## config.mk

```make
export PLATFORM = sky130hd
export DESIGN_NAME = dpm_port_ctrl
export DESIGN_NICKNAME = d
export VERILOG_FILES = /design/src/core/dpm_pkg.sv /design/src/core/dpm_port_ctrl.sv
export SDC_FILE = /design/constraint.sdc
export NUM_CORES = 1
export LEC_CHECK = 0
export ABC_AREA = 1
export BUFFER_PORTS_ARGS = -buffer_cell sky130_fd_sc_hd__buf_2
export CAP_MARGIN = 20
export CORE_MARGIN = 4
export CORE_UTILIZATION = 39
export DETAILED_ROUTE_END_ITERATION = 12
export GPL_TIMING_DRIVEN = 0
export PLACE_DENSITY_LB_ADDON = 0.25
export SKIP_LAST_GASP = 1
export SYNTH_ARGS = -nofsm -noshare
export SYNTH_HDL_FRONTEND = slang
export SYNTH_SLANG_ARGS = --single-unit
```

## constraint.sdc

```tcl
create_clock -name clk -period 1.39 [get_ports clk]
set_input_delay 0.278 -clock clk [delete_from_list [all_inputs] [get_ports clk]]
set_output_delay 0.278 -clock clk [all_outputs]
set_load 0.01 [all_outputs]
```

## src/core/dpm_pkg.sv

```systemverilog
// constants for the dual-port mailbox and token port controller
package dpm_pkg;
   // port geometry
   localparam int          ADDR_W     = 15;                 // word address width
   localparam int          DATA_W     = 18;                 // data bus width
   localparam int          TOK_SEL_W  = 3;                  // token latch select bits
   // mailbox locations
   localparam logic [14:0] MBX_LEFT   = 15'h7ffe;           // written by right, read by left
   localparam logic [14:0] MBX_RIGHT  = 15'h7fff;           // written by left, read by right
   // timing in ns
   localparam int          CLK_NS     = 4;                  // 250 MHz clock period
   localparam int          T_ACC_NS   = 20;                 // access strobe width
   localparam int          T_BAA_NS   = 20;                 // conflict flag settle after select
   localparam int          T_WH_NS    = 15;                 // hold after strobe end
   // timing in cycles, least times rounded up
   localparam logic [3:0]  C_ACC      = 4'((T_ACC_NS + CLK_NS - 1) / CLK_NS);
   localparam logic [3:0]  C_BAA      = 4'((T_BAA_NS + CLK_NS - 1) / CLK_NS);
   localparam logic [3:0]  C_WH       = 4'((T_WH_NS + CLK_NS - 1) / CLK_NS);
   // controller states
   typedef enum logic [1:0] {
      ST_IDLE,
      ST_SETUP,
      ST_STROBE,
      ST_HOLD
   } dpm_state_t;
endpackage : dpm_pkg

```

## src/core/dpm_port_ctrl.sv

```systemverilog
// host controller driving one port of the dual-port mailbox memory
`timescale 1ns/100ps
module dpm_port_ctrl #(
   parameter bit IS_LEFT = 1'b1,                            // which device port is driven
   parameter int NDEV    = 1                                // devices stacked in depth
) (
   // clock and reset
   input  wire logic                      clk,
   input  wire logic                      rst,
   // user request side
   input  wire logic                      req,
   input  wire logic                      req_write,
   input  wire logic                      req_token,
   input  wire logic [dpm_pkg::ADDR_W-1:0] req_addr,
   input  wire logic [dpm_pkg::DATA_W-1:0] req_wdata,
   output logic                           busy,
   output logic                           ack,
   output logic [dpm_pkg::DATA_W-1:0]     rdata,
   output logic                           token_granted,
   output logic                           conflict_seen,
   output logic                           mailbox_pending,
   // role and write blocking
   input  wire logic                      master_mode,
   input  wire logic                      inhibit_writes,
   // device port pins
   output logic                           port_select_n,
   output logic                           token_space_select_n,
   output logic                           rw_n,
   output logic                           oe_n,
   output logic [dpm_pkg::ADDR_W-1:0]     addr,
   input  wire logic [dpm_pkg::DATA_W-1:0] dq_i,
   output logic [dpm_pkg::DATA_W-1:0]     dq_o,
   output logic                           dq_oe_n,
   output logic                           role_select,
   input  wire logic [NDEV-1:0]           conflict_flag_i,
   output logic                           conflict_flag_o,
   output logic                           conflict_flag_oe_n,
   input  wire logic                      mailbox_flag_n
);
   // own mailbox, cleared by reading it
   localparam logic [14:0] MBX_OWN = IS_LEFT ? dpm_pkg::MBX_LEFT : dpm_pkg::MBX_RIGHT;

   // whole controller state
   typedef struct packed {
      dpm_pkg::dpm_state_t     st;        // sequencer state
      logic [3:0]              cnt;       // cycle counter
      logic                    init;      // power-up mailbox clear pending
      logic                    is_wr;     // current access writes
      logic                    is_tok;    // current access hits token space
      logic                    busy;      // access in flight
      logic                    ack;       // done pulse
      logic [17:0]             rdata;     // captured read word
      logic                    grant;     // token read shows ownership
      logic                    conf;      // conflict met on last access
      logic                    mbx;       // own mailbox flag seen
      logic                    sel_n;     // memory select pin
      logic                    tsel_n;    // token select pin
      logic                    rw_n;      // write strobe pin
      logic                    oe_n;      // output gate pin
      logic [14:0]             addr;      // address pins
      logic [17:0]             dq;        // write data pins
      logic                    dq_oe_n;   // data drive enable
      logic                    role;      // role select pin
      logic                    cf_o;      // slave flag level
      logic                    cf_oe_n;   // slave flag drive enable
   } dpm_ctrl_t;

   dpm_ctrl_t s_q;                        // registered state
   dpm_ctrl_t s_d;                        // next state
   logic      busy_ok;                    // no conflict reported

   // conflict view: master flags ANDed across the stack, never reported in slave role
   // depth stack AND
   assign busy_ok = !s_q.role || (&conflict_flag_i);

   // next-state logic
   always_comb begin
      s_d      = s_q;
      s_d.ack  = 1'b0;
      s_d.role = master_mode;
      s_d.cf_oe_n = master_mode;
      s_d.cf_o    = !inhibit_writes;
      s_d.mbx     = !mailbox_flag_n;
      case (s_q.st)
         dpm_pkg::ST_IDLE: begin
            s_d.sel_n   = 1'b1;
            s_d.tsel_n  = 1'b1;
            s_d.dq_oe_n = 1'b1;
            s_d.cnt     = 4'h0;
            if (s_q.init) begin
               s_d.is_wr  = 1'b0;
               s_d.is_tok = 1'b0;
               s_d.addr   = MBX_OWN;
               s_d.sel_n  = 1'b0;
               s_d.busy   = 1'b1;
               s_d.st     = dpm_pkg::ST_SETUP;
            end else if (req) begin
               s_d.is_wr  = req_write;
               s_d.is_tok = req_token;
               // token latch picked by low bits
               s_d.addr   = req_token ? {12'h000, req_addr[dpm_pkg::TOK_SEL_W-1:0]} : req_addr;
               s_d.dq     = req_wdata;
               s_d.sel_n  = req_token;
               s_d.tsel_n = !req_token;
               s_d.busy   = 1'b1;
               s_d.conf   = 1'b0;
               s_d.st     = dpm_pkg::ST_SETUP;
            end
         end
         dpm_pkg::ST_SETUP: begin
            // let the arbiter settle before any strobe
            if (s_q.cnt < dpm_pkg::C_BAA) begin
               s_d.cnt = s_q.cnt + 4'h1;
            end else if (!s_q.is_tok && !busy_ok) begin
               s_d.conf = 1'b1;
            end else begin
               s_d.rw_n    = !s_q.is_wr;
               s_d.oe_n    = s_q.is_wr;
               s_d.dq_oe_n = !s_q.is_wr;
               s_d.cnt     = 4'h0;
               s_d.st      = dpm_pkg::ST_STROBE;
            end
         end
         dpm_pkg::ST_STROBE: begin
            if (s_q.is_wr && !s_q.is_tok && !busy_ok) begin
               s_d.rw_n = 1'b1;
               s_d.conf = 1'b1;
               s_d.cnt  = 4'h0;
               s_d.st   = dpm_pkg::ST_SETUP;
            end else if (s_q.cnt < dpm_pkg::C_ACC - 4'h1) begin
               s_d.cnt = s_q.cnt + 4'h1;
            end else begin
               // end of strobe, capture read word
               s_d.rdata = s_q.is_wr ? s_q.rdata : dq_i;
               s_d.grant = s_q.is_tok && !s_q.is_wr ? !dq_i[0] : s_q.grant;
               s_d.rw_n  = 1'b1;
               s_d.oe_n  = 1'b1;
               s_d.cnt   = 4'h0;
               s_d.st    = dpm_pkg::ST_HOLD;
            end
         end
         dpm_pkg::ST_HOLD: begin
            // hold address and data after strobe
            if (s_q.cnt < dpm_pkg::C_WH - 4'h1) begin
               s_d.cnt = s_q.cnt + 4'h1;
            end else begin
               s_d.sel_n   = 1'b1;
               s_d.tsel_n  = 1'b1;
               s_d.dq_oe_n = 1'b1;
               s_d.busy    = 1'b0;
               s_d.ack     = !s_q.init;
               s_d.init    = 1'b0;
               s_d.st      = dpm_pkg::ST_IDLE;
            end
         end
         default: begin
            s_d.st = dpm_pkg::ST_IDLE;
         end
      endcase
   end

   // state register with reset values
   always_ff @(posedge clk) begin
      if (rst) begin
         s_q         <= '0;
         s_q.st      <= dpm_pkg::ST_IDLE;
         s_q.init    <= 1'b1;
         s_q.sel_n   <= 1'b1;
         s_q.tsel_n  <= 1'b1;
         s_q.rw_n    <= 1'b1;
         s_q.oe_n    <= 1'b1;
         s_q.dq_oe_n <= 1'b1;
         s_q.role    <= 1'b1;
         s_q.cf_o    <= 1'b1;
         s_q.cf_oe_n <= 1'b1;
         s_q.busy    <= 1'b1;
      end else begin
         s_q <= s_d;
      end
   end

   // outputs straight from the state register
   assign busy                 = s_q.busy;
   assign ack                  = s_q.ack;
   assign rdata                = s_q.rdata;
   assign token_granted        = s_q.grant;
   assign conflict_seen        = s_q.conf;
   assign mailbox_pending      = s_q.mbx;
   assign port_select_n        = s_q.sel_n;
   assign token_space_select_n = s_q.tsel_n;
   assign rw_n                 = s_q.rw_n;
   assign oe_n                 = s_q.oe_n;
   assign addr                 = s_q.addr;
   assign dq_o                 = s_q.dq;
   assign dq_oe_n              = s_q.dq_oe_n;
   assign role_select          = s_q.role;
   assign conflict_flag_o      = s_q.cf_o;
   assign conflict_flag_oe_n   = s_q.cf_oe_n;
endmodule : dpm_port_ctrl

```

==> reports/results.txt, run 1 <==
Status = complete, no violations
Detailed placement HPWL = 6331 um
Total grt overflow = 0
Slew Limit Headroom = 66.06%
Worst hold-check path type = in -> reg
Clock Path Buffers = 2
Share of cells above drive strength 1 = 48.92%
Finished Core Util = 58.21%
Placed Area = 0.004125 mm^2
Worst Path Required = 1.66 ns
Mapped Avg Cell Area = 7.558 um^2
Via/cell ratio = 4.627
Worst-path maximum fanout = 5
Most numerous cell on the critical path = nand2_1
Final number of setup-violating endpoints = 0
GR Util All Layers = 16.80%
IO Pins = 124
Final Critical Period = 1.381 ns
Filler cells = 799
Seq/Total Area, Yosys = 42.67%
Residual DRC count = 0
Startpoint Class = flip-flop
DR WL/cell = 12.58 um
Post-synth EDFFs = 0
CP Depth = 10
CP Cell Sequence = inv_6 > ha_2 > nand3_2 > inv_1 > nand2_2 > nand2_4 > inv_2 > nand2_1 > nand2_1 > nor2_1
Critical path origin = s_q[72]
R2r endpoint = s_q[70]
DR vias = 3267
Worst path bufs/invs = 3
Distinct cells, synth = 25
Cell taking the most area after synthesis = dfxtp_1
FF-to-FF setup slack = 0.009 ns
Synthesized instance count = 447
Final Max Slew Viols = 0
Post-CTS Hold Buffers = 0
Crit path max-delay family = simple AND/OR/NAND/NOR gates
Largest net degree at the start of global routing = 13
Initial Util = 40.50%
Max Freq = 724.0 MHz
Worst-Skew Late Latency = 0.34 ns
Worst r2r src = s_q[72]
Top cells by area in the synthesized netlist = dfxtp_1, buf_4, nor2_1
Final Hold Viols = 0
Synthesized area = 0.003378 mm^2
CP endpoint = s_q[70]
VDD IR-drop max = 0.5334 mV
Maxcap violations = 0
Top FF cell, synth = dfxtp_1
Top-count cell post-synth = nor2_1
Syn. warnings = 0
Antenna violations before repair = 0
Hold slack = 0.08693 ns
Tightest Pin Transition = 0.5092 ns
Max stage delay cell, worst path = dfxtp_4
Crit end category = flip-flop
Fin area = 0.004855 mm^2
Port Buf Inserts = 123
Worst setup path category = reg -> reg
CTS Buf Count = 9
Pwr/cell area = 1467 mW/mm^2
H-Tree Depth = 3
Post-Place Setup Slack = -0.2352 ns
Top cells by count, synth = nor2_1, dfxtp_1, nand2_1, buf_4, o21ai_0
FF-to-FF path depth = 10
Synthesis-stage register bit count = 72
Synth Net Count = 515
Register area = 0.001458 mm^2
TritonCTS clock tree = done
Setup Skew = 0.01374 ns
RSZ-0062 raised after global routing = true
Multi-input logic area = 0.001580 mm^2
Die W = 101.1 um
Fin crit share = 99.37%
Final GP Congestion = 0.8302
Worst stage delay on the critical path = 0.38 ns
Final worst slack = 0.008692 ns
Post-route ant nets = 0
Core Area = 0.008341 mm^2
CTS root buf = clkbuf_8
ANT cells = 0
DRT Pass-1 Iters = 4
Fin nets = 664
Synth-to-Final Area Change = 43.70%
Async set or reset register ratio after synthesis = 0%
Leakage = 2.421 nW
Global-route wire length before repair = 13820 um
Die ar. = 0.01022 mm^2
Arr. time, crit path = 1.65 ns
# rows = 33
Total Wirelength = 8885 um
Clock sink count = 72
Top cell type's share of synthesized area = 42.67%
Die H = 101.1 um
Clk pin slew, worst setup/hold paths = 0.08 ns
Number of global-route vias before repair = 3039
Detailed Route Iter0 Violations = 121
-- registers in the layout, summed over array words and instances, names as in the netlist, 9 cells and up --
name,count
dq_o,18
rdata,18
addr,15
s_q,9
-- worst min path at each step --
stage	depth (start not counted)	end	startpoint	slack, ns
floorplan	1	mailbox_pending	mailbox_flag_n	0.34
global placement	2	mailbox_pending	mailbox_flag_n	0.43
detailed placement	2	addr[2]	addr[2]	0.44
CTS	2	mailbox_pending	mailbox_flag_n	0.07
global route	2	conflict_flag_o	inhibit_writes	0.07
finish	2	mailbox_pending	mailbox_flag_n	0.09
-- per-stage QoR --
stage,instances,total power [mW],setup TNS (ns)
detailed placement,675,4.718,-9.423
floorplan,447,4.097,0
global route,706,7.631,-1.235
finish,706,7.122,0
global placement,675,4.690,-7.326
CTS,699,6.843,-0.8454
-- cells in the final DEF, fill, tap and decap left out, types with 3 or more instances in the layout --
cell type  netlist  layout
a21oi_1         27      23
a21oi_2          0       4
buf_2            5     124
buf_4           55      61
buf_6            2       9
buf_8            0       4
clkbuf_1         6       7
clkbuf_8         0      11
dfxtp_1         72      67
dfxtp_4          0       4
ha_2             0       3
ha_4             0       3
inv_1           27      20
inv_2            4       5
inv_4            0       4
nand2_1         57      53
nand2_2          5       6
nand2_4          2       5
nand3_1         17      13
nand3_2          0       3
nor2_1          89      63
nor2_2           2      16
nor2_4           2      14
nor3_1           3       3
o21ai_0         53      50
o21ai_4          2       3
-- routing by layer --
metal / vias up / global-route usage (%) / share of wire, %
met3: 8 / 6.159 / 9.4
met2: 96 / 25.80 / 46
met5: - / 0 / 0
li1: 1672 / - / -
met1: 1491 / 21.75 / 44
met4: 0 / 5.726 / 0.93
-- repair_timing --
| item | CTS | global route |
|---|---|---|
| setup endpoints to repair | 67 | 65 |
| pin swaps | 7 | 19 |
| gates resized for setup | 38 | 78 |
| setup buffers | 7 | 6 |
| cloned | 1 | 1 |
-- cell type report --
type	instances	area share, %
well taps	105	2.706
repair buffers	138	15.95
clock buffers	12	3.196
plain buffers	70	11.19
clock inverters	4	1.572
inverters	31	2.809
multi-input cells	274	32.55
flip-flops and latches	72	30.03
-- cell families after synthesis --
group	synth area share (%)
simple gates	22.85
fa+ha+maj	2.963
flops	42.67
compound gates	13.48
buf+inv	18.04
-- worst register-to-register path, cell delays in order (launching register included) --
cell and delay [ns]:
dfxtp_4 0.38, inv_6 0.08, ha_2 0.24, nand3_2 0.14, inv_1 0.09, nand2_2 0.07
nand2_4 0.09, inv_2 0.05, nand2_1 0.05, nand2_1 0.04, nor2_1 0.09
-- report_power, final --
group | internal [mW] | switching [mW]
sequential | 2.37 | 0.185
combinational | 1.26 | 1.43
clock | 1.11 | 0.768
(Power assumes the default switching activity.)
==> run 2: changes to the inputs <==
Settings changed: ABC_AREA 1 to unset.
==> reports/results.txt, run 2 <==
Residual DRC count = 0 (unchanged)
Status = finished, violations left (was complete, no violations)
VDD IR-drop max = 0.8803 mV (was 0.5334 mV)
Clk pin slew, worst setup/hold paths = 0.08 ns (about the same)
Synthesized instance count = 409 (was 447)
Seq/Total Area, Yosys = 41.74% (was 42.67%)
Worst setup path category = reg -> reg (unchanged)
Clock Path Buffers = 2 (unchanged)
Post-CTS Hold Buffers = 0 (unchanged)
Worst stage delay on the critical path = 0.41 ns (was 0.38 ns)
CP Cell Sequence = inv_4 > ha_4 > nor2b_4 > a221o_1 > a221oi_2 > mux2i_1 (was inv_6 > ha_2 > nand3_2 > inv_1 > nand2_2 > nand2_4 > inv_2 > nand2_1 > nand2_1 > nor2_1)
# rows = 34 (was 33)
DP Cell Count = 639 (was 675)
Port Buf Inserts = 122 (was 123)
Detailed placement HPWL = 6450 um (was 6331 um)
IO Pins = 124 (unchanged)
Leakage = 2.385 nW (was 2.421 nW)
Tightest Pin Transition = 0.6790 ns (was 0.5092 ns)
DR WL/cell = 14.22 um (was 12.58 um)
Final Max Slew Viols = 0 (unchanged)
Distinct cells, synth = 53 (was 25)
Detailed Route Iter0 Violations = 156 (was 121)
Failing checks = setup timing
Clock sink count = 72 (unchanged)
Register area = 0.001454 mm^2 (was 0.001458 mm^2)
Final Hold Viols = 0 (unchanged)
Via/cell ratio = 4.972 (was 4.627)
Top FF cell, synth = dfxtp_1 (unchanged)
TritonCTS clock tree = done (unchanged)
Slew Limit Headroom = 54.73% (was 66.06%)
DRT Pass-1 Iters = 5 (was 4)
Crit path max-delay family = compound AO/OA/AOI/OAI gates (was simple AND/OR/NAND/NOR gates)
Top-count cell post-synth = nand2_1 (was nor2_1)
Async set or reset register ratio after synthesis = 0% (unchanged)
Syn. warnings = 0 (unchanged)
Max stage delay cell, worst path = dfxtp_4 (unchanged)
Top cells by area in the synthesized netlist = dfxtp_1, buf_4, nand2_1 (was dfxtp_1, buf_4, nor2_1)
Synth-to-Final Area Change = 53.33% (was 43.70%)
Max Freq = 616.2 MHz (was 724.0 MHz)
Fin nets = 639 (was 664)
Worst Path Required = 1.67 ns (was 1.66 ns)
Final worst slack = -0.2329 ns (was 0.008692 ns)
Global-route wire length before repair = 14150 um (was 13820 um)
Arr. time, crit path = 1.91 ns (was 1.65 ns)
Total Wirelength = 9729 um (was 8885 um)
Filler cells = 751 (was 799)
Die ar. = 0.01042 mm^2 (was 0.01022 mm^2)
Fin crit share = 116.8% (was 99.37%)
Top cells by count, synth = nand2_1, dfxtp_1, buf_4, a21oi_1, nor2_1 (was nor2_1, dfxtp_1, nand2_1, buf_4, o21ai_0)
H-Tree Depth = 3 (unchanged)
Crit end category = flip-flop (unchanged)
CTS Buf Count = 9 (unchanged)
Share of cells above drive strength 1 = 61.11% (was 48.92%)
Worst-Skew Late Latency = 0.35 ns (was 0.34 ns)
CTS root buf = clkbuf_8 (unchanged)
Cell taking the most area after synthesis = dfxtp_1 (unchanged)
Number of global-route vias before repair = 3012 (was 3039)
Core Area = 0.008678 mm^2 (was 0.008341 mm^2)
Total grt overflow = 0 (unchanged)
Setup Skew = 0.004084 ns (was 0.01374 ns)
Die W = 102.1 um (was 101.1 um)
RSZ-0062 raised after global routing = true (unchanged)
ANT cells = 0 (unchanged)
Final Critical Period = 1.623 ns (was 1.381 ns)
Largest net degree at the start of global routing = 13 (unchanged)
Antenna violations before repair = 0 (unchanged)
Final number of setup-violating endpoints = 34 (was 0)
Maxcap violations = 0 (unchanged)
Layout Cells excl Fill = 684 (was 706)
Post-synth EDFFs = 0 (unchanged)
Top cell type's share of synthesized area = 41.74% (was 42.67%)
Post-route ant nets = 0 (unchanged)
Most common cell after layout, fill and taps aside = buf_2 (unchanged)
Mapped Avg Cell Area = 8.443 um^2 (was 7.558 um^2)
Synthesis-stage register bit count = 72 (unchanged)
Synth Net Count = 477 (was 515)
Startpoint Class = flip-flop (unchanged)
Worst-path maximum fanout = 5 (unchanged)
Initial Util = 39.79% (was 40.50%)
GR Util All Layers = 17.12% (was 16.80%)
Worst path bufs/invs = 1 (was 3)
Worst hold-check path type = in -> reg (unchanged)
Commonest cells after routing, fill and taps aside = buf_2, buf_4, dfxtp_1, nand2_1, a21oi_2 (was buf_2, dfxtp_1, nor2_1, buf_4, nand2_1)
DR vias = 3401 (was 3267)
Post-route setup TNS = -3.581 ns (was 0 ns)
Pwr/cell area = 1301 mW/mm^2 (was 1467 mW/mm^2)
Final GP Congestion = 0.8323 (was 0.8302)
Synthesized area = 0.003453 mm^2 (was 0.003378 mm^2)
Multi-input logic area = 0.001941 mm^2 (was 0.001580 mm^2)
Die H = 102.1 um (was 101.1 um)
-- run 2: cell count changes in the layout (fill, tap and decap cells not counted), moves of 13 or more --
cell,delta
o21ai_0,-47
nor2_1,-39
a21oi_2,+24
inv_1,-16
nand2_1,-16
nand2_2,+15
buf_4,+14
nand2_4,+13
nor2_2,-13
-- run 2: area by class of cell --
type                    instances  area share (%)
well taps                     108           2.552
inverters                       9          0.8270
multi-input cells             249           36.65
plain buffers                  76           11.15
clock inverters                 4          0.9215
flip-flops and latches         72           27.46
clock buffers                  12           3.143
repair buffers                154           17.30
-- run 2: worst paths after layout --
| check | startpoint | endpoint | slack [ns] | cells past startpoint |
|---|---|---|---|---|
| setup / recovery | s_q[72] | conflict_seen | -0.23 | 6 |
| hold reg to reg | dq_o[13] | dq_o[13] | 0.46 | 2 |
| hold / removal | mailbox_flag_n | mailbox_pending | 0.07 | 2 |
| setup reg to reg | s_q[72] | conflict_seen | -0.23 | 6 |
-- run 2: cell families after synthesis --
kind of cell	synth area share, %
and+or+nand+nor	20.18
AOI/OAI and AO/OA	18.77
buffers and inverters	16.12
DFF	41.74
adders and majority gates	2.899
muxes	0.2899
-- run 2: timing repair --
item                       4_1_cts  5_1_grt
gates resized for setup         40      112
setup endpoints to repair       57       59
cloned                           2        2
pin swaps                       10       49
setup buffers                   19        9
-- run 2: report_power, final --
group          total (mW)  internal, mW  switching [mW]
sequential           2.48          2.30           0.180
clock                1.79         0.989           0.801
combinational        2.61          1.31            1.31
total                6.89          4.60            2.29
-- run 2: per-layer routing --
metal,vias to the layer above,GRT usage [%],routed length (um)
met5,-,0,0
met4,0,5.853,141
met3,13,3.549,575
met2,91,28.89,4949
met1,1620,21.78,4063
li1,1677,-,-
-- run 2: stage by stage --
stage | util [%] | hold WS, ns | power (mW) | cell area [um^2] | worst slack [ns]
final | 61.02 | 0.06634 | 6.887 | 5295 | -0.2329
after global routing | 61.02 | 0.06324 | 7.248 | 5295 | -0.3097
after CTS | 55.77 | 0.05386 | 6.598 | 4840 | -0.2772
after detailed placement | 49.88 | 0.4334 | 4.588 | 4329 | -0.3252
after global placement | 49.88 | 0.4315 | 4.547 | 4329 | -0.3450
after floorplan | - | 0.3447 | 3.975 | 3583 | -0.1460
